File: src/common/comparator_control_pkg.sv
// Constants, register map and carrier types for the two-comparator control block.
// Assumes a 32-bit AXI4-Lite register bus and an analog core that takes the decoded controls below.
package comparator_control_pkg;

    localparam int NUM_CMP = 2;
    localparam int EXT_INPUTS = 8;
    localparam int ADDR_W = 12;

    // Register indices; the byte address is four times the index.
    localparam logic [7:0] ZERO_CTRL_INDEX = 8'h9b;
    localparam logic [7:0] ZERO_MODE_INDEX = 8'h9d;
    localparam logic [7:0] ZERO_MUX_INDEX = 8'h9f;
    localparam logic [7:0] ONE_CTRL_INDEX = 8'ha3;
    localparam logic [7:0] ONE_MODE_INDEX = 8'ha5;
    localparam logic [7:0] ONE_MUX_INDEX = 8'ha7;
    localparam logic [NUM_CMP-1:0][7:0] CTRL_INDEX = {ONE_CTRL_INDEX, ZERO_CTRL_INDEX};
    localparam logic [NUM_CMP-1:0][7:0] MODE_INDEX = {ONE_MODE_INDEX, ZERO_MODE_INDEX};
    localparam logic [NUM_CMP-1:0][7:0] MUX_INDEX = {ONE_MUX_INDEX, ZERO_MUX_INDEX};

    // Control register fields.
    localparam int CTRL_ENABLE_BIT = 7;
    localparam int CTRL_OUT_BIT = 6;
    localparam int CTRL_RISE_BIT = 5;
    localparam int CTRL_FALL_BIT = 4;
    localparam int CTRL_HYP_LSB = 2;
    localparam int CTRL_HYN_LSB = 0;

    // Mode register fields.
    localparam int MODE_LATCH_BIT = 7;
    localparam int MODE_RIE_BIT = 5;
    localparam int MODE_FIE_BIT = 4;
    localparam int MODE_RESP_LSB = 0;

    // Input select register fields.
    localparam int MUX_POS_LSB = 0;
    localparam int MUX_NEG_LSB = 4;

    // Reset values and select codes.
    localparam logic [1:0] HYST_RESET = 2'h0;
    localparam logic [1:0] RESP_MODE_RESET = 2'h2;
    localparam logic [3:0] SEL_RESET = 4'hf;
    localparam logic [3:0] SEL_INTERNAL = 4'h8;

    // AXI response codes.
    localparam logic [1:0] RESP_OKAY = 2'b00;
    localparam logic [1:0] RESP_SLVERR = 2'b10;

    // Controls handed to one analog comparator.
    typedef struct packed {
        logic power_on;
        logic [1:0] pos_hyst;
        logic [1:0] neg_hyst;
        logic [1:0] resp_mode;
        logic [EXT_INPUTS-1:0] pos_ext;
        logic pos_regulator;
        logic [EXT_INPUTS-1:0] neg_ext;
        logic neg_ground;
    } analog_ctrl_t;

    // Comparator zero's level offered to other blocks.
    typedef struct packed {
        logic reset_request;
        logic counter_array_kill;
    } trigger_out_t;

endpackage : comparator_control_pkg

File: src/hdl/comparator_control.sv
// Digital control for two analog comparators: input selects, enable, edge flags, routing and triggers.
// Assumes raw comparator outputs are asynchronous and the counter overflow pulse is on ref_clk.
`timescale 1ns/10ps

module comparator_control
    import comparator_control_pkg::*;
(
    // Clock and reset.
    input wire logic ref_clk,
    input wire logic reset_n,
    // AXI4-Lite write address and data.
    input wire logic [ADDR_W-1:0] s_axi_awaddr,
    input wire logic s_axi_awvalid,
    output logic s_axi_awready,
    input wire logic [31:0] s_axi_wdata,
    input wire logic [3:0] s_axi_wstrb,
    input wire logic s_axi_wvalid,
    output logic s_axi_wready,
    // AXI4-Lite write response.
    output logic [1:0] s_axi_bresp,
    output logic s_axi_bvalid,
    input wire logic s_axi_bready,
    // AXI4-Lite read.
    input wire logic [ADDR_W-1:0] s_axi_araddr,
    input wire logic s_axi_arvalid,
    output logic s_axi_arready,
    output logic [31:0] s_axi_rdata,
    output logic [1:0] s_axi_rresp,
    output logic s_axi_rvalid,
    input wire logic s_axi_rready,
    // Analog core.
    input wire logic [NUM_CMP-1:0] raw_out,
    output analog_ctrl_t [NUM_CMP-1:0] analog_ctrl,
    // Crossbar, interrupt and trigger outputs.
    output logic [NUM_CMP-1:0] crossbar_sync,
    output logic [NUM_CMP-1:0] crossbar_async,
    output logic [NUM_CMP-1:0] cmp_irq,
    output trigger_out_t trigger_out,
    // Counter array overflow pulse.
    input wire logic counter_array_overflow
);

    logic aw_full;
    logic w_full;
    logic [ADDR_W-1:0] aw_addr;
    logic [7:0] w_byte;
    logic w_lane0;
    logic next_aw_full;
    logic next_w_full;
    logic next_bvalid;
    logic next_rvalid;
    logic commit;
    logic [7:0] wr_index;
    logic wr_mapped;
    logic [7:0] rd_index;
    logic rd_mapped;
    logic [7:0] rd_byte;

    logic [NUM_CMP-1:0] enable;
    logic [NUM_CMP-1:0] rise_flag;
    logic [NUM_CMP-1:0] fall_flag;
    logic [NUM_CMP-1:0][1:0] pos_hyst;
    logic [NUM_CMP-1:0][1:0] neg_hyst;
    logic [NUM_CMP-1:0] latched;
    logic [NUM_CMP-1:0] rise_ie;
    logic [NUM_CMP-1:0] fall_ie;
    logic [NUM_CMP-1:0][1:0] resp_mode;
    logic [NUM_CMP-1:0][3:0] pos_sel;
    logic [NUM_CMP-1:0][3:0] neg_sel;
    logic [NUM_CMP-1:0] sync_1;
    logic [NUM_CMP-1:0] sync_2;
    logic [NUM_CMP-1:0] out_prev;

    // Codes above the last pin select nothing, which also covers the reserved range.
    function automatic logic [EXT_INPUTS-1:0] decode_ext(input logic [3:0] sel);
        logic [EXT_INPUTS-1:0] onehot;
        onehot = '0;
        if (sel < 4'(EXT_INPUTS)) begin
            onehot[sel[2:0]] = 1'b1;
        end
        return onehot;
    endfunction : decode_ext

    function automatic logic is_mapped(input logic [7:0] idx);
        logic hit;
        hit = 1'b0;
        for (int c = 0; c < NUM_CMP; c++) begin
            if (idx == CTRL_INDEX[c] || idx == MODE_INDEX[c] || idx == MUX_INDEX[c]) begin
                hit = 1'b1;
            end
        end
        return hit;
    endfunction : is_mapped

    // The upper address bits must be zero, so aliases above the map answer as unmapped.
    always_comb begin
        wr_index = aw_addr[9:2];
        wr_mapped = (aw_addr[ADDR_W-1:10] == '0) && (aw_addr[1:0] == 2'h0) && is_mapped(wr_index);
        rd_index = s_axi_araddr[9:2];
        rd_mapped = (s_axi_araddr[ADDR_W-1:10] == '0) && (s_axi_araddr[1:0] == 2'h0) && is_mapped(rd_index);
        commit = aw_full && w_full && !s_axi_bvalid;
    end

    // Address and data are held independently; the write commits once both are present.
    always_comb begin
        next_aw_full = aw_full;
        next_w_full = w_full;
        next_bvalid = s_axi_bvalid;
        if (s_axi_awvalid && s_axi_awready) begin
            next_aw_full = 1'b1;
        end
        if (s_axi_wvalid && s_axi_wready) begin
            next_w_full = 1'b1;
        end
        if (commit) begin
            next_aw_full = 1'b0;
            next_w_full = 1'b0;
            next_bvalid = 1'b1;
        end else if (s_axi_bvalid && s_axi_bready) begin
            next_bvalid = 1'b0;
        end
        next_rvalid = s_axi_rvalid;
        if (s_axi_arvalid && s_axi_arready) begin
            next_rvalid = 1'b1;
        end else if (s_axi_rvalid && s_axi_rready) begin
            next_rvalid = 1'b0;
        end
    end

    always_ff @(posedge ref_clk or negedge reset_n) begin
        if (!reset_n) begin
            aw_full <= 1'b0;
            w_full <= 1'b0;
            aw_addr <= '0;
            w_byte <= 8'h00;
            w_lane0 <= 1'b0;
            s_axi_awready <= 1'b0;
            s_axi_wready <= 1'b0;
            s_axi_bvalid <= 1'b0;
            s_axi_bresp <= RESP_OKAY;
        end else begin
            aw_full <= next_aw_full;
            w_full <= next_w_full;
            s_axi_bvalid <= next_bvalid;
            s_axi_awready <= !next_aw_full && !next_bvalid;
            s_axi_wready <= !next_w_full && !next_bvalid;
            if (s_axi_awvalid && s_axi_awready) begin
                aw_addr <= s_axi_awaddr;
            end
            if (s_axi_wvalid && s_axi_wready) begin
                w_byte <= s_axi_wdata[7:0];
                w_lane0 <= s_axi_wstrb[0];
            end
            if (commit) begin
                s_axi_bresp <= wr_mapped ? RESP_OKAY : RESP_SLVERR;
            end
        end
    end

    // Reads only sample state; nothing is cleared or altered by them.
    always_comb begin
        rd_byte = 8'h00;
        for (int c = 0; c < NUM_CMP; c++) begin
            if (rd_index == CTRL_INDEX[c]) begin
                rd_byte[CTRL_ENABLE_BIT] = enable[c];
                rd_byte[CTRL_OUT_BIT] = crossbar_sync[c];
                rd_byte[CTRL_RISE_BIT] = rise_flag[c];
                rd_byte[CTRL_FALL_BIT] = fall_flag[c];
                rd_byte[CTRL_HYP_LSB +: 2] = pos_hyst[c];
                rd_byte[CTRL_HYN_LSB +: 2] = neg_hyst[c];
            end
            if (rd_index == MODE_INDEX[c]) begin
                rd_byte[MODE_LATCH_BIT] = latched[c];
                rd_byte[MODE_RIE_BIT] = rise_ie[c];
                rd_byte[MODE_FIE_BIT] = fall_ie[c];
                rd_byte[MODE_RESP_LSB +: 2] = resp_mode[c];
            end
            if (rd_index == MUX_INDEX[c]) begin
                rd_byte[MUX_POS_LSB +: 4] = pos_sel[c];
                rd_byte[MUX_NEG_LSB +: 4] = neg_sel[c];
            end
        end
    end

    always_ff @(posedge ref_clk or negedge reset_n) begin
        if (!reset_n) begin
            s_axi_arready <= 1'b0;
            s_axi_rvalid <= 1'b0;
            s_axi_rdata <= 32'h0000_0000;
            s_axi_rresp <= RESP_OKAY;
        end else begin
            s_axi_rvalid <= next_rvalid;
            s_axi_arready <= !next_rvalid;
            if (s_axi_arvalid && s_axi_arready) begin
                s_axi_rdata <= rd_mapped ? {24'h00_0000, rd_byte} : 32'h0000_0000;
                s_axi_rresp <= rd_mapped ? RESP_OKAY : RESP_SLVERR;
            end
        end
    end

    // Comparator zero's clocked level serves the reset controller and the counter kill input.
    assign trigger_out.reset_request = crossbar_sync[0];
    assign trigger_out.counter_array_kill = crossbar_sync[0];

    for (genvar i = 0; i < NUM_CMP; i++) begin : g_cmp
        logic wr_ctrl;
        logic wr_mode;
        logic wr_mux;
        logic rise_edge;
        logic fall_edge;

        assign wr_ctrl = commit && wr_mapped && w_lane0 && (wr_index == CTRL_INDEX[i]);
        assign wr_mode = commit && wr_mapped && w_lane0 && (wr_index == MODE_INDEX[i]);
        assign wr_mux = commit && wr_mapped && w_lane0 && (wr_index == MUX_INDEX[i]);

        // The unclocked path cannot come from a flip-flop; it is only gated by the enable.
        assign crossbar_async[i] = raw_out[i] & enable[i];

        // Only the second stage is looked at by any logic.
        always_ff @(posedge ref_clk or negedge reset_n) begin
            if (!reset_n) begin
                sync_1[i] <= 1'b0;
                sync_2[i] <= 1'b0;
            end else begin
                sync_1[i] <= raw_out[i];
                sync_2[i] <= sync_1[i];
            end
        end

        // Disabling forces the level low, so it can flag a falling edge that firmware must clear.
        always_ff @(posedge ref_clk or negedge reset_n) begin
            if (!reset_n) begin
                crossbar_sync[i] <= 1'b0;
                out_prev[i] <= 1'b0;
            end else begin
                crossbar_sync[i] <= sync_2[i] & enable[i];
                out_prev[i] <= crossbar_sync[i];
            end
        end

        assign rise_edge = crossbar_sync[i] & ~out_prev[i];
        assign fall_edge = ~crossbar_sync[i] & out_prev[i];

        // A hardware edge beats a clearing write in the same cycle.
        always_ff @(posedge ref_clk or negedge reset_n) begin
            if (!reset_n) begin
                rise_flag[i] <= 1'b0;
                fall_flag[i] <= 1'b0;
            end else begin
                rise_flag[i] <= rise_edge | (wr_ctrl ? w_byte[CTRL_RISE_BIT] : rise_flag[i]);
                fall_flag[i] <= fall_edge | (wr_ctrl ? w_byte[CTRL_FALL_BIT] : fall_flag[i]);
            end
        end

        always_ff @(posedge ref_clk or negedge reset_n) begin
            if (!reset_n) begin
                enable[i] <= 1'b0;
                pos_hyst[i] <= HYST_RESET;
                neg_hyst[i] <= HYST_RESET;
            end else if (wr_ctrl) begin
                enable[i] <= w_byte[CTRL_ENABLE_BIT];
                pos_hyst[i] <= w_byte[CTRL_HYP_LSB +: 2];
                neg_hyst[i] <= w_byte[CTRL_HYN_LSB +: 2];
            end
        end

        // An overflow in the same cycle as a write wins, so the sample is never lost.
        always_ff @(posedge ref_clk or negedge reset_n) begin
            if (!reset_n) begin
                latched[i] <= 1'b0;
                rise_ie[i] <= 1'b0;
                fall_ie[i] <= 1'b0;
                resp_mode[i] <= RESP_MODE_RESET;
            end else begin
                if (counter_array_overflow) begin
                    latched[i] <= crossbar_sync[i];
                end else if (wr_mode) begin
                    latched[i] <= w_byte[MODE_LATCH_BIT];
                end
                if (wr_mode) begin
                    rise_ie[i] <= w_byte[MODE_RIE_BIT];
                    fall_ie[i] <= w_byte[MODE_FIE_BIT];
                    resp_mode[i] <= w_byte[MODE_RESP_LSB +: 2];
                end
            end
        end

        always_ff @(posedge ref_clk or negedge reset_n) begin
            if (!reset_n) begin
                pos_sel[i] <= SEL_RESET;
                neg_sel[i] <= SEL_RESET;
            end else if (wr_mux) begin
                pos_sel[i] <= w_byte[MUX_POS_LSB +: 4];
                neg_sel[i] <= w_byte[MUX_NEG_LSB +: 4];
            end
        end

        always_ff @(posedge ref_clk or negedge reset_n) begin
            if (!reset_n) begin
                cmp_irq[i] <= 1'b0;
            end else begin
                cmp_irq[i] <= (rise_flag[i] & rise_ie[i]) | (fall_flag[i] & fall_ie[i]);
            end
        end

        // Decoded switch controls go to the analog core one cycle after the register changes.
        always_ff @(posedge ref_clk or negedge reset_n) begin
            if (!reset_n) begin
                analog_ctrl[i] <= '0;
            end else begin
                analog_ctrl[i].power_on <= enable[i];
                analog_ctrl[i].pos_hyst <= pos_hyst[i];
                analog_ctrl[i].neg_hyst <= neg_hyst[i];
                analog_ctrl[i].resp_mode <= resp_mode[i];
                analog_ctrl[i].pos_ext <= decode_ext(pos_sel[i]);
                analog_ctrl[i].pos_regulator <= (pos_sel[i] == SEL_INTERNAL);
                analog_ctrl[i].neg_ext <= decode_ext(neg_sel[i]);
                analog_ctrl[i].neg_ground <= (neg_sel[i] == SEL_INTERNAL);
            end
        end
    end

endmodule : comparator_control

File: config.mk
export PLATFORM = sky130hd
export DESIGN_NAME = comparator_control
export DESIGN_NICKNAME = d
export VERILOG_FILES = /design/src/common/comparator_control_pkg.sv /design/src/hdl/comparator_control.sv
export SDC_FILE = /design/constraint.sdc
export NUM_CORES = 1
export LEC_CHECK = 0
export BUFFER_PORTS_ARGS = -buffer_cell sky130_fd_sc_hd__buf_2
export CORE_MARGIN = 4
export CORE_UTILIZATION = 40
export CTS_CLUSTER_DIAMETER = 150
export DETAILED_ROUTE_END_ITERATION = 10
export HOLD_SLACK_MARGIN = 0.08
export PLACE_DENSITY_LB_ADDON = 0.3
export SLEW_MARGIN = 20
export SYNTH_ARGS = -nofsm -noshare
export SYNTH_HDL_FRONTEND = slang
export SYNTH_SLANG_ARGS = --single-unit
File: constraint.sdc
create_clock -name ref_clk -period 2.3 [get_ports ref_clk]
set_input_delay 0.115 -clock ref_clk [delete_from_list [all_inputs] [get_ports ref_clk]]
set_output_delay 0.115 -clock ref_clk [all_outputs]
set_load 0.01 [all_outputs]
==> key figures <==
Power and ir drop
  – Areal power density over the cells: 904 nW/um^2
  – Maximum vdd ir drop: 657 uV
  – P_leak: between 3 and 4 nW

Worst setup path
  – CP most frequent cell: sky130_fd_sc_hd__nor4_4
  – Cell-by-cell trace of the critical path: nor4_4 > nand4_4 > nor4_4 > mux2_2
  – CP max-delay cell: sky130_fd_sc_hd__nor4_4
  – Category of the worst setup path launch point: flip-flop
  – Critical Path Sink Type: flip-flop
  – Required time worst endpoint: 2590 ps
  – Longest individual stage delay on the worst path: 550 ps
  – Largest driver fanout on the critical path: 6
  – Setup Crit Path Kind: flip-flop to flip-flop
  – Worst EP arrival: 2400 ps
  – Largest delay share family, worst path: simple AND/OR/NAND/NOR gates
  – Crit path buf inv count: 0

Timing
  – Number of hold-slack violations in the final timing report: 0
  – Post-route clock period utilization: 91.6%
  – Fin Hold WS: between 100 and 150 ps
  – Maximum frequency from static timing analysis: around 470 MHz
  – Final critical-path required period: 2110 ps
  – Normalized max-slew margin: a little over three fifths
  – RSZ-0062 raised after global routing: false
  – Final total negative setup slack: 0 ps
  – Final Skew: approximately 5.3 ps
  – Slew Viols, Final: 0
  – Post-route setup slack: just under 200 ps
  – Transition time at the pin with the least slew margin: 561 ps
  – Number of failing setup endpoints in the final timing report: 0

Synth
  – Xor and xnor fraction of the mapped netlist area: 0%
  – Cell accounting for the most synthesized area: sky130_fd_sc_hd__dfrtp_1
  – Yosys reg bits: 138
  – Synth warnings: 0
  – Part of the Yosys area used for sequential elements: 61.2%
  – Post-synthesis mux area share: 12.8%
  – Post-Synthesis Cells: ~440
  – Synth cell types: 50
  – Share of synthesized cell area in full adder, half adder and majority cells: 0%
  – Compound-cell area share of the yosys netlist: ~7.3%
  – Simple-gate share of the synthesized area: 13.8%
  – Summed instance area of the synthesized netlist: approximately 5700 um^2
  – Main synth FF type: sky130_fd_sc_hd__dfrtp_1
  – Dominant cells by area after synthesis: sky130_fd_sc_hd__dfrtp_1 (53%), sky130_fd_sc_hd__mux2_2 (11%), sky130_fd_sc_hd__dfstp_2 (8.3%)
  – Fraction of registers with async set or reset after synthesis: 100%
  – Synth Area per Inst: 13.0 um^2
  – Dominant combinational cell family by area after synthesis: simple AND/OR/NAND/NOR gates
  – Count of flip-flops with a built-in enable after synthesis: 0
  – Post-synth top area share: 52.9%

Placed design
  – Dpl ws: 160 ps
  – Number of buffers added on ports: 115
  – Last weighted congestion value of the routability-driven placer: 0.840
  – Detailed Place HPWL: 8880 um

Job
  – Max-cap viol count: 0

Floorplan
  – Initial core utilization: 40.9%
  – # IOs: 169
  – Number of rows in the core area: 43
  – Die area: 16,200 um^2
  – Width of the die: 127 um
  – Height of the die: 127 um
  – Core outline area: ~14,000 um^2

CTS
  – Cells resized by post-CTS repair: 0
  – CTS clk-pin slew, worst paths: 50 ps
  – Clock tree from TritonCTS: yes
  – Sink count of the clock tree: 138
  – # H-tree levels: 4
  – Number of buffers inserted by post-CTS setup repair: 0
  – Max Buffers Root-to-Sink: 2
  – Root buffer selected by CTS: sky130_fd_sc_hd__clkbuf_16
  – Total CTS buffers: 17
  – Insertion delay of the later-clocked pin in the worst-skew pair: 410 ps

Cells and area
  – Fraction of layout instances using a drive strength above 1: approximately two fifths
  – Area Growth Syn to Fin: 29.5%
  – Commonest cells after routing, fill and taps aside: sky130_fd_sc_hd__dfrtp_1 (120), sky130_fd_sc_hd__buf_2 (114), sky130_fd_sc_hd__mux2_2 (54)
  – Diode count: 0
  – Number of nets in the final layout: 666
  – Filler cell count in the final layout: 1,245
  – Commonest non-fill, non-tap cell in the layout: sky130_fd_sc_hd__dfrtp_1

Drt
  – Iteration-0 DRC Markers: 188
  – Final wirelength: 12,400 um
  – Number of detailed-route iterations in the first pass: 4
  – Number of vias after detailed routing: 3,864
  – Post-route DRC: 0
  – Count of antenna-violating nets left after detailed routing: 0
  – Detail-routed via count per cell: around 4.9
  – Routed wire per std cell: roughly 16 um

Global routing
  – Number of global-route vias before repair: 4,083
  – Antenna violations before repair: 0
  – Overflow left after global routing: 0
  – Total Routing Usage GR: around 16%
  – First-pass GRT wire length: 20,800 um
  – Largest net degree at the start of global routing: between 60 and 70

Min path
  – Class of the most critical hold timing path: primary input to flip-flop

Run status
  – Run status: finished clean
==> cells in the mapped netlist, drive strengths merged, types with 5 or more instances <==
cell	instances
nor2b	8
o21ai	20
nand2	24
buf	30
dfstp	18
nor2	21
nand2b	15
nor3	18
nor4	10
dfrtp	120
a21oi	7
mux2	55
a22oi	5
a21boi	5
clkbuf	9
inv	6
and2	5
nand3	7
mux2i	11
==> timing repair <==
item,4_1_cts,5_1_grt
endpoints found under the hold margin,91,0
hold buffers,32,0
endpoints found under the setup margin,0,0
==> cell families after synthesis <==
logic type | after synthesis
buffers and inverters | 45
and+or+nand+nor | 125
DFF | 138
other | 1
AOI/OAI and AO/OA | 60
muxes | 66
==> worst paths after layout <==
kind                                    startpoint                         end  slack [ps]  depth (start not counted)
hold reg to reg                sync_1[0]$_DFF_PN0_         sync_2[0]$_DFF_PN0_         350                          0
setup reg to reg           aw_addr[11]$_DFFE_PN0P_    resp_mode[2]$_DFFE_PN0P_         190                          4
min in group asynchronous                  reset_n   analog_ctrl[17]$_DFF_PN0_         250                          2
setup / recovery           aw_addr[11]$_DFFE_PN0P_    resp_mode[2]$_DFFE_PN0P_         190                          4
max in group asynchronous                  reset_n      neg_sel[6]$_DFFE_PN1P_        1310                          3
hold / removal                     s_axi_araddr[2]  s_axi_rdata[5]$_DFFE_PN0P_         140                          3
==> routing by layer <==
layer  track usage, %  up-vias  wire (um)
met3             4.85       14        765
met1             21.1     1914       5230
met2             26.5      112       6180
met5                0        -          0
met4             6.06        0        185
li1                 -     1824          -
==> registers in the layout, summed over array words and instances, names as in the netlist, 2 cells and up <==
| register | count |
|---|---|
| aw_addr | 12 |
| neg_sel | 8 |
| out_prev | 2 |
| rise_ie | 2 |
| s_axi_rdata | 8 |
| resp_mode | 4 |
| w_byte | 8 |
| fall_ie | 2 |
| crossbar_sync | 2 |
| latched | 2 |
| sync_2 | 2 |
| sync_1 | 2 |
| fall_flag | 2 |
| neg_hyst | 4 |
| analog_ctrl | 50 |
| cmp_irq | 2 |
| pos_sel | 8 |
| enable | 2 |
| rise_flag | 2 |
| pos_hyst | 4 |
==> metrics by stage <==
step	instance area, um^2	power [W]	cells	utilization [%]
after floorplan	5770	0.00352	460	-
after global placement	6400	0.00377	725	46.1
after detailed placement	6400	0.00381	725	46.1
after CTS	7350	0.00672	789	53.0
after global routing	7350	0.00698	789	53.0
final	7350	0.00665	789	53.0
==> report_power, final <==
part / total (W) / switching (W) / internal (W)
logic: 0.000843 / 0.000425 / 0.000417
clock network: 0.00281 / 0.000935 / 0.00188
registers: 0.00299 / 0.000295 / 0.00270
==> area by class of cell <==
type / count / area, um^2 / area share [%]
Inverter: 6 / 22.5 / 0.306
Clock inverter: 6 / 108 / 1.46
Multi-Input combinational cell: 277 / 2020 / 27.5
Timing Repair Buffer: 156 / 982 / 13.4
Tap cell: 180 / 225 / 3.06
Clock buffer: 26 / 519 / 7.06
Sequential cell: 138 / 3480 / 47.3
==> worst min-delay path: cells and delay by family <==
kind / cells / cell delay [ps]
AND/OR/NAND/NOR: 1 / 90
buffers and inverters: 1 / 160
AO/OA/AOI/OAI: 1 / 150
(Power assumes the default switching activity.)
